### src/rtl/asd_pkg.sv
// asd_pkg: address map constants and region/mode enumerations for the address space decoder.
// assumes a 24-bit cpu address; shared by the decoder and the bench.
`default_nettype none
package asd_pkg;
    localparam int ADDR_W = 24;
    // reset fetch address
    localparam logic [23:0] RESET_FETCH_ADDR = 24'hFF2080;
    // page zero and overlay span boundaries
    localparam logic [23:0] CPU_SFR_LO = 24'h000000;
    localparam logic [23:0] CPU_SFR_HI = 24'h000019;
    localparam logic [23:0] LOW_RF_LO = 24'h00001A;
    localparam logic [23:0] LOW_RF_HI = 24'h0000FF;
    localparam logic [23:0] UP_RF_LO = 24'h000100;
    localparam logic [23:0] UP_RF_HI = 24'h0003FF;
    localparam logic [23:0] RAM_LO = 24'h000400;
    localparam logic [23:0] RAM_HI = 24'h000FFF;
    localparam logic [23:0] PER_SFR_LO = 24'h001C00;
    localparam logic [23:0] PER_SFR_HI = 24'h001FDF;
    localparam logic [23:0] MM_SFR_LO = 24'h001FE0;
    localparam logic [23:0] MM_SFR_HI = 24'h001FFF;
    localparam logic [23:0] ROM_COPY_LO = 24'h002400;
    localparam logic [23:0] ROM_COPY_HI = 24'h003FFF;
    localparam logic [23:0] OVERLAY_LO = 24'h1F0000;
    localparam logic [23:0] OVERLAY_HI = 24'hFEFFFF;
    // top page boundaries
    localparam logic [23:0] EMU_LO = 24'hFF0000;
    localparam logic [23:0] EMU_HI = 24'hFF03FF;
    localparam logic [23:0] RAM_ALIAS_LO = 24'hFF0400;
    localparam logic [23:0] RAM_ALIAS_HI = 24'hFF0FFF;
    localparam logic [23:0] CFG_VEC_LO = 24'hFF2000;
    localparam logic [23:0] CFG_VEC_HI = 24'hFF207F;
    localparam logic [23:0] HANDLER_VEC_LO = 24'hFF20C0;
    localparam logic [23:0] HANDLER_VEC_HI = 24'hFF21FF;
    localparam logic [23:0] PROG_LO = 24'hFF2000;
    localparam logic [23:0] PROG_HI = 24'hFF3FFF;
    // emulator hole in each overlay sub-range: low 20 bits F0000..F03FF
    localparam logic [19:0] OVL_EMU_LO = 20'hF0000;
    localparam logic [19:0] OVL_EMU_HI = 20'hF03FF;
    // local offsets into internal memories
    localparam int RAM_OFS_W = 12;
    localparam int ROM_OFS_W = 13;
    localparam int REGION_W = 4;

    // one code per region; one-hot select vector is indexed by this code
    typedef enum logic [3:0] {
        ASD_CPU_SFR = 4'h0,
        ASD_LOW_RF = 4'h1,
        ASD_UP_RF = 4'h2,
        ASD_CODE_RAM = 4'h3,
        ASD_PER_SFR = 4'h4,
        ASD_MM_SFR = 4'h5,
        ASD_ROM = 4'h6,
        ASD_EXTERNAL = 4'h7,
        ASD_EMU_RSVD = 4'h8,
        ASD_OVERLAY = 4'h9
    } asd_region_t;
    localparam int NUM_REGIONS = 10;

    // kind of program-memory area, reported beside the region
    typedef enum logic [1:0] {
        ASD_AREA_NONE = 2'h0,
        ASD_AREA_CFG_VEC = 2'h1,
        ASD_AREA_HANDLER_VEC = 2'h2,
        ASD_AREA_PROGRAM = 2'h3
    } asd_area_t;

    // addressing-mode permission bits
    localparam int MODE_W = 5;
    localparam int MODE_DIRECT = 0;
    localparam int MODE_WIN_DIRECT = 1;
    localparam int MODE_INDIRECT = 2;
    localparam int MODE_INDEXED = 3;
    localparam int MODE_EXTENDED = 4;
endpackage
`default_nettype wire

### src/rtl/asd_decoder.sv
// asd_decoder: registered address classifier for the 24-bit cpu memory space.
// assumes the cpu presents one address with a valid strobe per cycle and samples
// the registered select outputs one cycle later.
`timescale 1ns/1ps
`default_nettype none
module asd_decoder #(
    parameter int ADDR_W = 24 // cpu address width
) (
    input wire logic clk, // cpu clock, 40 MHz
    input wire logic resetn, // synchronous reset, active low
    input wire logic addr_valid, // cpu presents an address this cycle
    input wire logic [ADDR_W-1:0] cpu_addr, // cpu address
    input wire logic external_program_select_pin, // high selects on-chip rom
    input wire logic rom_copy_disable_bit, // config bit: 1 routes low-page copy external
    output logic [ADDR_W-1:0] fetch_addr, // first fetch address after reset
    output logic decode_valid, // registered outputs hold a fresh decode
    output logic [asd_pkg::NUM_REGIONS-1:0] region_sel, // one-hot region select
    output logic [3:0] region_code, // encoded region
    output logic [1:0] area_kind, // program area kind
    output logic [asd_pkg::MODE_W-1:0] mode_allow, // allowed addressing modes
    output logic [asd_pkg::RAM_OFS_W-1:0] ram_offset, // code ram offset, shared by aliases
    output logic [asd_pkg::ROM_OFS_W-1:0] rom_offset, // rom offset
    output logic [ADDR_W-1:0] ext_addr // address driven onto the external bus
);

    // inclusive range test, used for every region except the overlay hole, which compares the low 20 bits directly
    function automatic logic in_range(input logic [23:0] a, input logic [23:0] lo,
                                      input logic [23:0] hi);
        in_range = (a >= lo) && (a <= hi);
    endfunction

    // mode set builder
    function automatic logic [asd_pkg::MODE_W-1:0] modes(input logic d, input logic w,
                                                         input logic i, input logic x,
                                                         input logic e);
        modes = {e, x, i, w, d};
    endfunction

    // one-hot select bit for a region code; codes above the vector width select nothing
    function automatic logic [asd_pkg::NUM_REGIONS-1:0] region_onehot(input logic [3:0] code);
        region_onehot = '0;
        region_onehot[code] = 1'b1;
    endfunction

    // addressing-mode sets, bit order {extended, indexed, indirect, windowed, direct}
    localparam logic [asd_pkg::MODE_W-1:0] MODES_BUS = modes(1'b0, 1'b0, 1'b1, 1'b1, 1'b1);
    localparam logic [asd_pkg::MODE_W-1:0] MODES_REG_LOW = modes(1'b1, 1'b0, 1'b1, 1'b1, 1'b0);
    localparam logic [asd_pkg::MODE_W-1:0] MODES_REG_UP = modes(1'b0, 1'b1, 1'b1, 1'b1, 1'b0);
    localparam logic [asd_pkg::MODE_W-1:0] MODES_PER_SFR = modes(1'b0, 1'b1, 1'b1, 1'b1, 1'b1);
    localparam logic [asd_pkg::MODE_W-1:0] MODES_NONE = '0;

    // current address and what it decodes to
    logic [23:0] a;
    asd_pkg::asd_region_t region_next;
    asd_pkg::asd_area_t area_next;
    logic [asd_pkg::MODE_W-1:0] mode_next;
    logic prog_area;
    logic rom_sel;

    // one hit flag per range; region ranges are disjoint, the area ranges sit in program
    logic hit_cpu_sfr;
    logic hit_low_rf;
    logic hit_up_rf;
    logic hit_ram;
    logic hit_ram_alias;
    logic hit_per_sfr;
    logic hit_mm_sfr;
    logic hit_rom_copy;
    logic hit_overlay;
    logic hit_ovl_hole;
    logic hit_emu;
    logic hit_cfg_vec;
    logic hit_handler_vec;

    assign a = cpu_addr[23:0];
    // pin is sampled combinationally; it is a strap and stable in operation
    assign rom_sel = external_program_select_pin;
    assign prog_area = in_range(a, asd_pkg::PROG_LO, asd_pkg::PROG_HI);

    // page zero ranges
    assign hit_cpu_sfr = in_range(a, asd_pkg::CPU_SFR_LO, asd_pkg::CPU_SFR_HI);
    assign hit_low_rf = in_range(a, asd_pkg::LOW_RF_LO, asd_pkg::LOW_RF_HI);
    assign hit_up_rf = in_range(a, asd_pkg::UP_RF_LO, asd_pkg::UP_RF_HI);
    assign hit_ram = in_range(a, asd_pkg::RAM_LO, asd_pkg::RAM_HI);
    assign hit_per_sfr = in_range(a, asd_pkg::PER_SFR_LO, asd_pkg::PER_SFR_HI);
    assign hit_mm_sfr = in_range(a, asd_pkg::MM_SFR_LO, asd_pkg::MM_SFR_HI);
    assign hit_rom_copy = in_range(a, asd_pkg::ROM_COPY_LO, asd_pkg::ROM_COPY_HI);

    // middle span and top page ranges
    assign hit_overlay = in_range(a, asd_pkg::OVERLAY_LO, asd_pkg::OVERLAY_HI);
    // the hole test sees only the low 20 bits, so it repeats in every overlay sub-range
    assign hit_ovl_hole = (a[19:0] >= asd_pkg::OVL_EMU_LO) && (a[19:0] <= asd_pkg::OVL_EMU_HI);
    assign hit_emu = in_range(a, asd_pkg::EMU_LO, asd_pkg::EMU_HI);
    assign hit_ram_alias = in_range(a, asd_pkg::RAM_ALIAS_LO, asd_pkg::RAM_ALIAS_HI);
    // area ranges inside the program range; only read once the program range hits
    assign hit_cfg_vec = in_range(a, asd_pkg::CFG_VEC_LO, asd_pkg::CFG_VEC_HI);
    assign hit_handler_vec = in_range(a, asd_pkg::HANDLER_VEC_LO, asd_pkg::HANDLER_VEC_HI);

    // region classification; the if-chain gives each address exactly one region
    always_comb begin
        region_next = asd_pkg::ASD_EXTERNAL; // gaps default to the bus
        area_next = asd_pkg::ASD_AREA_NONE;
        mode_next = MODES_BUS;
        if (hit_cpu_sfr) begin
            region_next = asd_pkg::ASD_CPU_SFR;
            mode_next = MODES_REG_LOW;
        end else if (hit_low_rf) begin
            region_next = asd_pkg::ASD_LOW_RF;
            mode_next = MODES_REG_LOW;
        end else if (hit_up_rf) begin
            region_next = asd_pkg::ASD_UP_RF;
            mode_next = MODES_REG_UP;
        end else if (hit_ram || hit_ram_alias) begin
            // both aliases name one storage; the offset below drops the page
            region_next = asd_pkg::ASD_CODE_RAM;
        end else if (hit_per_sfr) begin
            region_next = asd_pkg::ASD_PER_SFR;
            mode_next = MODES_PER_SFR;
        end else if (hit_mm_sfr) begin
            region_next = asd_pkg::ASD_MM_SFR;
        end else if (hit_rom_copy) begin
            // copy is independent of the program pin: only the config bit steers it
            region_next = rom_copy_disable_bit ? asd_pkg::ASD_EXTERNAL
                                               : asd_pkg::ASD_ROM;
        end else if (hit_overlay && hit_ovl_hole) begin
            region_next = asd_pkg::ASD_EMU_RSVD;
            mode_next = MODES_NONE;
        end else if (hit_overlay) begin
            // reserved for future parts; decoded so no access falls through to the bus
            region_next = asd_pkg::ASD_OVERLAY;
        end else if (hit_emu) begin
            region_next = asd_pkg::ASD_EMU_RSVD;
            mode_next = MODES_NONE;
        end else if (prog_area) begin
            // rom or bus by the pin; the area kind is reported either way
            region_next = rom_sel ? asd_pkg::ASD_ROM : asd_pkg::ASD_EXTERNAL;
            if (hit_cfg_vec) begin
                area_next = asd_pkg::ASD_AREA_CFG_VEC;
            end else if (hit_handler_vec) begin
                area_next = asd_pkg::ASD_AREA_HANDLER_VEC;
            end else begin
                area_next = asd_pkg::ASD_AREA_PROGRAM;
            end
        end
    end

    // fetch start vector; constant after reset so the cpu can load its pc from it
    always_ff @(posedge clk) begin
        if (!resetn) begin
            fetch_addr <= asd_pkg::RESET_FETCH_ADDR;
        end
    end

    // decode strobe and select; nothing selected in a cycle without an address
    always_ff @(posedge clk) begin
        if (!resetn) begin
            decode_valid <= 1'b0;
            region_sel <= '0;
        end else begin
            decode_valid <= addr_valid;
            if (addr_valid) begin
                region_sel <= region_onehot(region_next);
            end else begin
                region_sel <= '0;
            end
        end
    end

    // region attributes hold between requests so a slow consumer can still read them
    always_ff @(posedge clk) begin
        if (!resetn) begin
            region_code <= 4'h0;
            area_kind <= 2'h0;
            mode_allow <= '0;
        end else if (addr_valid) begin
            region_code <= region_next;
            area_kind <= area_next;
            mode_allow <= mode_next;
        end
    end

    // offsets: both ram aliases drop the page, so they hit the same word
    always_ff @(posedge clk) begin
        if (!resetn) begin
            ram_offset <= '0;
            rom_offset <= '0;
        end else if (addr_valid) begin
            ram_offset <= a[asd_pkg::RAM_OFS_W-1:0];
            rom_offset <= a[asd_pkg::ROM_OFS_W-1:0];
        end
    end

    // external bus address passed whole; the bus side picks its own chip select
    always_ff @(posedge clk) begin
        if (!resetn) begin
            ext_addr <= '0;
        end else if (addr_valid) begin
            ext_addr <= cpu_addr;
        end
    end

endmodule // asd_decoder
`default_nettype wire

### config.mk
export PLATFORM = sky130hd
export DESIGN_NAME = asd_decoder
export DESIGN_NICKNAME = d
export VERILOG_FILES = /design/src/rtl/asd_pkg.sv /design/src/rtl/asd_decoder.sv
export SDC_FILE = /design/constraint.sdc
export NUM_CORES = 1
export LEC_CHECK = 0
export BUFFER_PORTS_ARGS = -buffer_cell sky130_fd_sc_hd__buf_2
export CORE_MARGIN = 2
export CORE_UTILIZATION = 45
export CTS_CLUSTER_DIAMETER = 120
export DETAILED_ROUTE_END_ITERATION = 10
export PLACE_DENSITY = 0.79
export SYNTH_ARGS = -nofsm -noshare
export SYNTH_HDL_FRONTEND = slang
export SYNTH_SLANG_ARGS = --single-unit
### constraint.sdc
create_clock -name clk -period 4.1 [get_ports clk]
set_input_delay 0.82 -clock clk [delete_from_list [all_inputs] [get_ports clk]]
set_output_delay 0.82 -clock clk [all_outputs]
set_load 0.1 [all_outputs]
Yosys cells after proc, flatten, opt, wreduce, memory -nomap -nowiden:

Cells that the tools add are included.

* register bits after elaboration: 71
* input bits: 29
* output and inout bits: 95
* logic and storage cells: 93

* $lt $le $gt $ge: 29
* muxes and demuxes: 38
* reduce and logical (&&, ||, !) cells: 18

Operator list (number)
* $le 24x24->1 const B: 6
* $ge 24x24->1 const B: 4
* $mux 5: 10
* $ge 24x13->1 const B: 2
* $le 24x13->1 const B: 2
* $mux 4: 10
* $ge 24x1->1 const B: 1
* $ge 24x11->1 const B: 1
* $ge 24x14->1 const B: 1
* $ge 24x21->1 const B: 1
* $ge 24x5->1 const B: 1
* $ge 24x9->1 const B: 1
* $le 24x10->1 const B: 1
* $le 24x12->1 const B: 1
* $le 24x14->1 const B: 1
* $le 24x5->1 const B: 1
* $le 24x8->1 const B: 1
* $mux 2: 12
* $ge 20x20->1 const B: 1
* $le 20x20->1 const B: 1
* $logic_and 1x1->1: 16
* $lt 4x5->1 const B: 1
* $mux 1: 5
* $demux 1 s4: 1
* 3 further kinds: 3

Longest topological paths before layout:

Gate-level depths: netlist of run 1.

* word-level depth: 17
* depth in mapped cells: 6
* mapped depth without buffers: 5

Least setup slack after synthesis of run 1:

Ideal clock, no wire load.

* kind: input port to flip-flop
* from: in cpu_addr[13]
* to: reg region_code[0]
* arrival: 2309 ps
* data required time: 3982 ps
* setup slack: 1673 ps
* cell stages on the path: 5
* buffers on the path: 0
* cells stage by stage: or3_4 > or4_4 > a221oi_2 > nor2_2 > a32o_1

* longest elaborated chain between the ends: 13
* elaborated cells between the ends (all ways): 49
* classes of those cells: 24 x order compare; 11 x mux; 14 x reduce/logical

Ends and longest elaborated chain
* start: declaration: line asd_decoder.sv:12 `input wire logic [ADDR_W-1:0] cpu_addr,`
* $ge 24x24->1 or $le 24x24->1 (tied branches): line asd_decoder.sv:29 `in_range = (a >= lo) && (a <= hi);`
* $logic_and 1x1->1: line asd_decoder.sv:29
* $mux 1: line asd_decoder.sv:134 `end else if (prog_area) begin`
* $mux 4: line asd_decoder.sv:131 `end else if (hit_emu) begin`
* $mux 4: line asd_decoder.sv:128 `end else if (hit_overlay) begin`
* $mux 4: line asd_decoder.sv:125 `end else if (hit_overlay && hit_ovl_hole) begin`
* $mux 4: line asd_decoder.sv:121 `end else if (hit_rom_copy) begin`
* $mux 4: line asd_decoder.sv:119 `end else if (hit_mm_sfr) begin`
* $mux 4: line asd_decoder.sv:116 `end else if (hit_per_sfr) begin`
* $mux 4: line asd_decoder.sv:113 `end else if (hit_ram || hit_ram_alias) begin`
* $mux 4: line asd_decoder.sv:110 `end else if (hit_up_rf) begin`
* $mux 4: line asd_decoder.sv:107 `end else if (hit_low_rf) begin`
* $mux 4 *: line asd_decoder.sv:104 `if (hit_cpu_sfr) begin`
* end signal: assignment: line asd_decoder.sv:176 `region_code <= region_next;`
* end: declaration: line asd_decoder.sv:18 `output logic [3:0] region_code,`

Every way passes the cells marked *; elsewhere a longest branch is shown, timed or not.
A chain may end at the register's enable or synchronous reset.

Worst setup path in the final report of run 1:

* from: in cpu_addr[13]
* to: reg region_sel[4] (netlist bit)

* longest elaborated chain between the ends: 17
* elaborated cells between the ends (all ways): 54
* classes of those cells: 26 x order compare; 13 x mux; 15 x reduce/logical

Ends and longest elaborated chain
* $ge 24x24->1 or $le 24x24->1 (tied branches): line asd_decoder.sv:29
* $logic_and 1x1->1: line asd_decoder.sv:29
* $mux 1: line asd_decoder.sv:134
* $mux 4: line asd_decoder.sv:131
* $mux 4: line asd_decoder.sv:128
* $mux 4: line asd_decoder.sv:125
* $mux 4: line asd_decoder.sv:121
* $mux 4: line asd_decoder.sv:119
* $mux 4: line asd_decoder.sv:116
* $mux 4: line asd_decoder.sv:113
* $mux 4: line asd_decoder.sv:110
* $mux 4: line asd_decoder.sv:107
* $mux 4 *: line asd_decoder.sv:104
* $lt 4x5->1 (implied by the code) or $ge 4x1->1 (tied branches): line asd_decoder.sv:42 `region_onehot[code] = 1'b1;`
* $logic_and 1x1->1 (implied by the code): line asd_decoder.sv:42
* $mux 1 (implied by the code): line asd_decoder.sv:42
* $demux 1 s4 *: line asd_decoder.sv:42
* end signal: assignment: line asd_decoder.sv:162 `region_sel <= region_onehot(region_next);`
* end: declaration: line asd_decoder.sv:17 `output logic [asd_pkg::NUM_REGIONS-1:0] region_sel,`

Marked as above.

==> flow_metrics.tcl, run 1 <==
set metrics [dict create \
    status "completed" \
    first_iter_violations 76 \
    antenna_found_initial 0 \
    cts_resized 0 \
    postRouteAntennaNets 0 \
    drc 0 \
    setup_violations 0 \
    routed_via_density 4.880 \
    postLayoutCellArea_um2 2547 \
    cp-start-kind "input port" \
    fp-row-count 25 \
    crit_path_top_delay_cell "o41ai_1" \
    track_usage 0.1829 \
    synthTopCellsByCount "buf_4, dfxtp_1, nor2_1" \
    placed_area_um2 2465 \
    rsz0062_at_grt "false" \
    met3_usage 0.03429 \
    fp.dieArea_um2 5458 \
    worstMarginPinSlew_ns 0.6114 \
    grt_use_met2 0.3065 \
    routabilityCongestion 0.8428 \
    fin_ws_ns 1.694 \
    grt_pass1_vias 1661 \
    drive_above_1_share 0.3683 \
    start_util 0.4652 \
    clk_pin_slew_worst_paths_ns 0.08 \
    synth-edff-count 0 \
    dp_hpwl_um 3839 \
    max_freq_mhz 415.6 \
    clockBufferDepth 2 \
    firstDrtPassIters 4 \
    finClkSkew_ns 0 \
    coreArea_um2 4723 \
    hp-class "register to register" \
    syn_inst 242 \
    cts_tree "yes" \
    grt_pass1_wl_um 7555 \
    fin_crit_ns 2.406 \
    synth.area.top_cells "dfxtp_1, buf_4, mux2i_1, nor2_1, nor3_1" \
    r2r_slack_ns 3.36 \
    setup.worst_path.class "input port to register" \
    min_period_over_period 0.5868 \
    root_buffer "clkbuf_8" \
    synth_ff_type "dfxtp_1" \
    yosys_warnings 0 \
    rr_endpoint "region_code[1]$_SDFFE_PN0P_" \
    ir_worst_vdd_mv 0.2114 \
    whs_path_depth 2 \
    yosysTopAreaCell "dfxtp_1" \
    use_met1 0.2253 \
    area_growth_pct 15.95 \
    num_io_pins 124 \
    cp_max_fo 6 \
    cp_cell_sequence "buf_2 -> or3_4 -> o41ai_1 -> a221oi_2 -> nor3b_2 -> and3b_1" \
    total_power_mw 1.184 \
    critPathMaxStageDelay_ns 0.50 \
    avgSynthCellArea_um2 9.079 \
    netlist_area_um2 2197 \
    portBuffers 99 \
    reg2reg_depth 2 \
    fp.dieW_um 73.88 \
    post-route-util 0.5393 \
    grt_max_degree 34 \
    yosys_register_bits 45 \
    cts_made_buffers 5 \
    p_per_area_nw_per_um2 464.7 \
    reg2reg_from "region_code[1]$_SDFFE_PN0P_" \
    cts_hold_repair.buffers 0 \
    h-tree-depth 2 \
    hold_end "region_code[3]$_SDFFE_PN0P_" \
    async_flop_share 0 \
    cp.arrival_ns 2.60 \
    clkSinkCount 45 \
    drt_wl_total_um 4918 \
    ys_types 44 \
    yosysSeqAreaShare 0.4100 \
    hold_violations 0 \
    overflow 0 \
    synth_top_area_share 0.4100 \
    cts_setup_buffers 0 \
    relSlewSlack 0.5886 \
    post-synth-top-count-cell "buf_4" \
    min_from "region_code[3]$_SDFFE_PN0P_" \
    die_y_um 73.88 \
    cap_violations 0 \
    fin_setup_tns_ns 0 \
    nets 343 \
    num_vias 1864 \
    required_ns 4.29 \
    dp_worst_setup_slack_ns 1.416 \
    clk_latency_ns 0.29 \
    drt-wirelength-per-cell_um 12.87 \
    n_antenna_cell 0 \
    leakagePower_nw 1.327 \
    endpoint_kind "register" \
    top_usage_layer "met2" \
    maxSlewViolCount 0 \
]
-- registers in the layout (all words and copies together) (netlist names) --
signal        flops
region_code       4
decode_valid      1
ext_addr         12
mode_allow        4
rom_offset        1
ram_offset       11
area_kind         2
region_sel       10
-- metrics by stage --
stage / hold slack (ns) / std cells
after floorplan: 0.8696 / 264
after global placement: 0.4329 / 374
after detailed placement: 0.4359 / 374
after CTS: 0.4480 / 382
after global routing: 0.4948 / 382
final: 0.4544 / 382
-- worst max-delay path by stage --
| stage | startpoint | end | depth (start not counted) |
|---|---|---|---|
| 2_1_floorplan | cpu_addr[13] | region_code[0]$_SDFFE_PN0P_ | 5 |
| 3_3_place_gp | cpu_addr[13] | region_code[0]$_SDFFE_PN0P_ | 6 |
| 3_5_place_dp | cpu_addr[13] | region_sel[4]$_SDFF_PN0_ | 6 |
| 4_1_cts | cpu_addr[12] | region_sel[8]$_SDFF_PN0_ | 6 |
| 5_1_grt | cpu_addr[13] | region_sel[4]$_SDFF_PN0_ | 6 |
| 6_report | cpu_addr[13] | region_sel[4]$_SDFF_PN0_ | 6 |
-- cell usage in the layout (no fill, tap or decap), drive strengths merged, types with 3 or more instances in the layout --
| cell type | netlist | routed |
|---|---|---|
| buf | 54 | 100 |
| dfxtp | 45 | 45 |
| nor2 | 38 | 38 |
| mux2i | 24 | 24 |
| conb | 2 | 24 |
| nand2 | 9 | 9 |
| nor3 | 7 | 7 |
| a21oi | 6 | 6 |
| clkbuf | 3 | 6 |
| nand3 | 5 | 5 |
| and3 | 3 | 3 |
| nor4 | 3 | 3 |
| a211oi | 3 | 3 |
| nor2b | 3 | 3 |
| nor3b | 3 | 3 |
| or3 | 3 | 3 |
| inv | 3 | 3 |
| o21ai | 3 | 3 |
-- cells by family (layout without fill, tap and decap cells) --
family                 Yosys count  in the layout  synth area share
muxes                           24             24            0.1093
AOI/OAI and AO/OA               26             26           0.08884
other                            2             24          0.003418
buffers and inverters           60            111            0.1879
and+or+nand+nor                 85             85            0.2004
DFF                             45             45            0.4100
-- critical path, delay by kind of cell --
kind | cells | cell delay [ns]
AND/OR/NAND/NOR | 3 | 1.00
AO/OA/AOI/OAI | 2 | 0.65
buffers and inverters | 1 | 0.13
-- cell type report --
cell class                      count  area [um2]
Multi-Input combinational cell    159       965.9
Inverter                            3       11.26
Clock buffer                        6       72.57
Tap cell                           67       83.83
Sequential cell                    45       900.9
Timing Repair Buffer              100       503.0
Clock inverter                      2       10.01
Fill cell                         450        2176
-- routing by layer --
layer  part of all wire  vias up
li1                   -      906
met1               0.43      869
met2               0.50       77
met3              0.053       12
met4              0.024        0
met5                  0        -
-- power breakdown --
group | internal [mW] | switching, mW | total (mW)
Combinational | 0.0555 | 0.401 | 0.456
Clock | 0.118 | 0.143 | 0.261
Sequential | 0.456 | 0.0111 | 0.467
Total | 0.629 | 0.554 | 1.18
Note: power is estimated with default switching activity, not from simulation.
==> run 2: changes to the inputs <==
--- a/config.mk
+++ b/config.mk
@@ -7,10 +7,10 @@
 export LEC_CHECK = 0
 export BUFFER_PORTS_ARGS = -buffer_cell sky130_fd_sc_hd__buf_2
 export CORE_MARGIN = 2
-export CORE_UTILIZATION = 45
+export CORE_UTILIZATION = 44
 export CTS_CLUSTER_DIAMETER = 120
 export DETAILED_ROUTE_END_ITERATION = 10
-export PLACE_DENSITY = 0.79
+export PLACE_DENSITY = 0.78
 export SYNTH_ARGS = -nofsm -noshare
 export SYNTH_HDL_FRONTEND = slang
 export SYNTH_SLANG_ARGS = --single-unit
==> constraint.sdc (replaced) <==
create_clock -name clk -period 2.3 [get_ports clk]
set_input_delay 0.46 -clock clk [delete_from_list [all_inputs] [get_ports clk]]
set_output_delay 0.46 -clock clk [all_outputs]
set_load 0.1 [all_outputs]
==> run 2 against run 1 <==
  * Count of clock-buffer cells in the layout shrank 1
  * Non-clock buffer count grew 9
  * Combinational power grew 81%
  * Register-to-register slack lost 1.8 ns
  * Utilization grew 1.5 points
  * Clock skew is the same
  * First-iteration DRC count grew 39%
  * Critical path depth is the same
  * Sequential cell count is the same
  * Die area grew 2.2%
  * Clock power grew 120%
  * Global-route usage shrank 0.14 points
==> flow_metrics.tcl, run 2 (synthesis gave the netlist of run 1 again) <==
set metrics [dict create \
    status "completed" \
    nets 352 \
    dp.cells 383 \
    crit_path_top_delay_cell "or4_4" \
    reg2reg_depth 2 \
    cp.depth 6 \
    die_y_um 74.67 \
    postRouteAntennaNets 0 \
    fp-row-count 25 \
    min_period_over_period 0.8533 \
    finalNonFillerCells 390 \
    max_freq_mhz 509.5 \
    leakagePower_nw 1.381 \
    maxSlewViolCount 0 \
    antenna_found_initial 0 \
    start_util 0.4621 \
    endpoint_kind "register" \
    grt_pass1_vias 1650 \
    final_common_cell "buf_2" \
    cp_cell_sequence "buf_2 -> or3_4 -> or4_4 -> a221oi_2 -> nor2_2 -> a32o_1" \
    num_vias 1893 \
    routabilityCongestion 0.9801 \
    area_growth_pct 19.99 \
    cts_setup_buffers 0 \
    cts_resized 0 \
    firstDrtPassIters 4 \
    p_per_area_nw_per_um2 842.2 \
    cts_made_buffers 5 \
    routed_via_density 4.854 \
    cts_tree "yes" \
    n_antenna_cell 0 \
    clockBufferDepth 2 \
    ir_worst_vdd_mv 0.3725 \
    crit_family "simple AND/OR/NAND/NOR gates" \
    endpoint "region_code[0]$_SDFFE_PN0P_" \
    drt-wirelength-per-cell_um 13.16 \
    clk_latency_ns 0.30 \
    drt_wl_total_um 5131 \
    hold_violations 0 \
    reg2reg_from "region_code[1]$_SDFFE_PN0P_" \
    overflow 0 \
    largest_register_ffs 12 \
    track_usage 0.1815 \
    num_io_pins 124 \
    first_iter_violations 106 \
    fp.dieW_um 74.67 \
    root_buffer "clkbuf_8" \
    h-tree-depth 2 \
    finClkSkew_ns 0 \
    layout_common_cells "buf_2, dfxtp_1, nor2_1, mux2i_1, conb_1" \
    fin_crit_ns 1.963 \
    drive_above_1_share 0.3870 \
    fin_setup_tns_ns 0 \
    required_ns 2.49 \
    cp.buffers_inverters 1 \
    fin_hold_ws_ns 0.4160 \
    fp.dieArea_um2 5575 \
    setup_violations 0 \
    clkSinkCount 45 \
    dp_hpwl_um 4068 \
    min_from "cpu_addr[4]" \
    grt_pass1_wl_um 7714 \
    rr_endpoint "region_code[1]$_SDFFE_PN0P_" \
    grt_max_degree 34 \
    critPathMaxStageDelay_ns 0.52 \
    cp.arrival_ns 2.15 \
    crit_start "cpu_addr[14]" \
    setup.worst_path.class "input port to register" \
    reg.largest.list "ext_addr: 12 flops, ram_offset: 11 flops, region_sel: 10 flops" \
    coreArea_um2 4755 \
    rsz0062_at_grt "false" \
    r2r_slack_ns 1.56 \
    max_flop_register "ext_addr" \
    cp_max_fo 4 \
    cap_violations 0 \
    portBuffers 99 \
    drc 0 \
    clk_pin_slew_worst_paths_ns 0.08 \
    hp-class "input port to register" \
    cts_hold_repair.buffers 0 \
    cp-start-kind "input port" \
]
run 2: worst min-delay path: stages:
cell,delay [ns]
buf_2,0.09
mux2i_1,0.06
nor2_1,0.07
run 2: worst min path at each step:
stage / to / slack [ns] / depth (start not counted)
CTS: ram_offset[4]$_SDFFE_PN0P_ / 0.42 / 3
global route: ram_offset[0]$_SDFFE_PN0P_ / 0.43 / 3
detailed placement: region_code[3]$_SDFFE_PN0P_ / 0.44 / 2
floorplan: mode_allow[4]$_SDFFE_PN0P_ / 0.58 / 1
finish: ram_offset[4]$_SDFFE_PN0P_ / 0.42 / 3
global placement: region_code[3]$_SDFFE_PN0P_ / 0.43 / 2
run 2: layout make-up:
class | instances | area [um2]
Clock inverter | 2 | 35.03
Multi-Input combinational cell | 159 | 965.9
Clock buffer | 5 | 68.82
Tap cell | 67 | 83.83
Inverter | 3 | 11.26
Sequential cell | 45 | 900.9
Fill cell | 469 | 2118
Timing Repair Buffer | 109 | 570.5
run 2: through the flow:
stage / cell area [um2] / worst slack [ns] / power (mW) / utilization
after floorplan: 2280 / 0.2332 / 1.616 / -
after global placement: 2532 / 0.05301 / 1.669 / 0.5326
after detailed placement: 2532 / 0.03300 / 1.675 / 0.5326
after CTS: 2636 / 0.3456 / 2.234 / 0.5545
after global routing: 2636 / 0.2042 / 2.296 / 0.5545
final: 2636 / 0.3374 / 2.220 / 0.5545
run 2: where the power goes:
part / total (mW) / internal, mW / switching, mW
Combinational: 0.824 / 0.106 / 0.718
Sequential: 0.832 / 0.813 / 0.0199
Clock: 0.563 / 0.315 / 0.248
Total: 2.22 / 1.23 / 0.986
run 2: layer usage:
| layer | GRT usage | vias to the layer above | routed length, um |
|---|---|---|---|
| met2 | 0.3038 | 87 | 2518 |
| met3 | 0.04418 | 12 | 400 |
| met1 | 0.2257 | 871 | 2100 |
| li1 | - | 923 | - |
| met4 | 0.07143 | 0 | 112 |
| met5 | 0 | - | 0 |
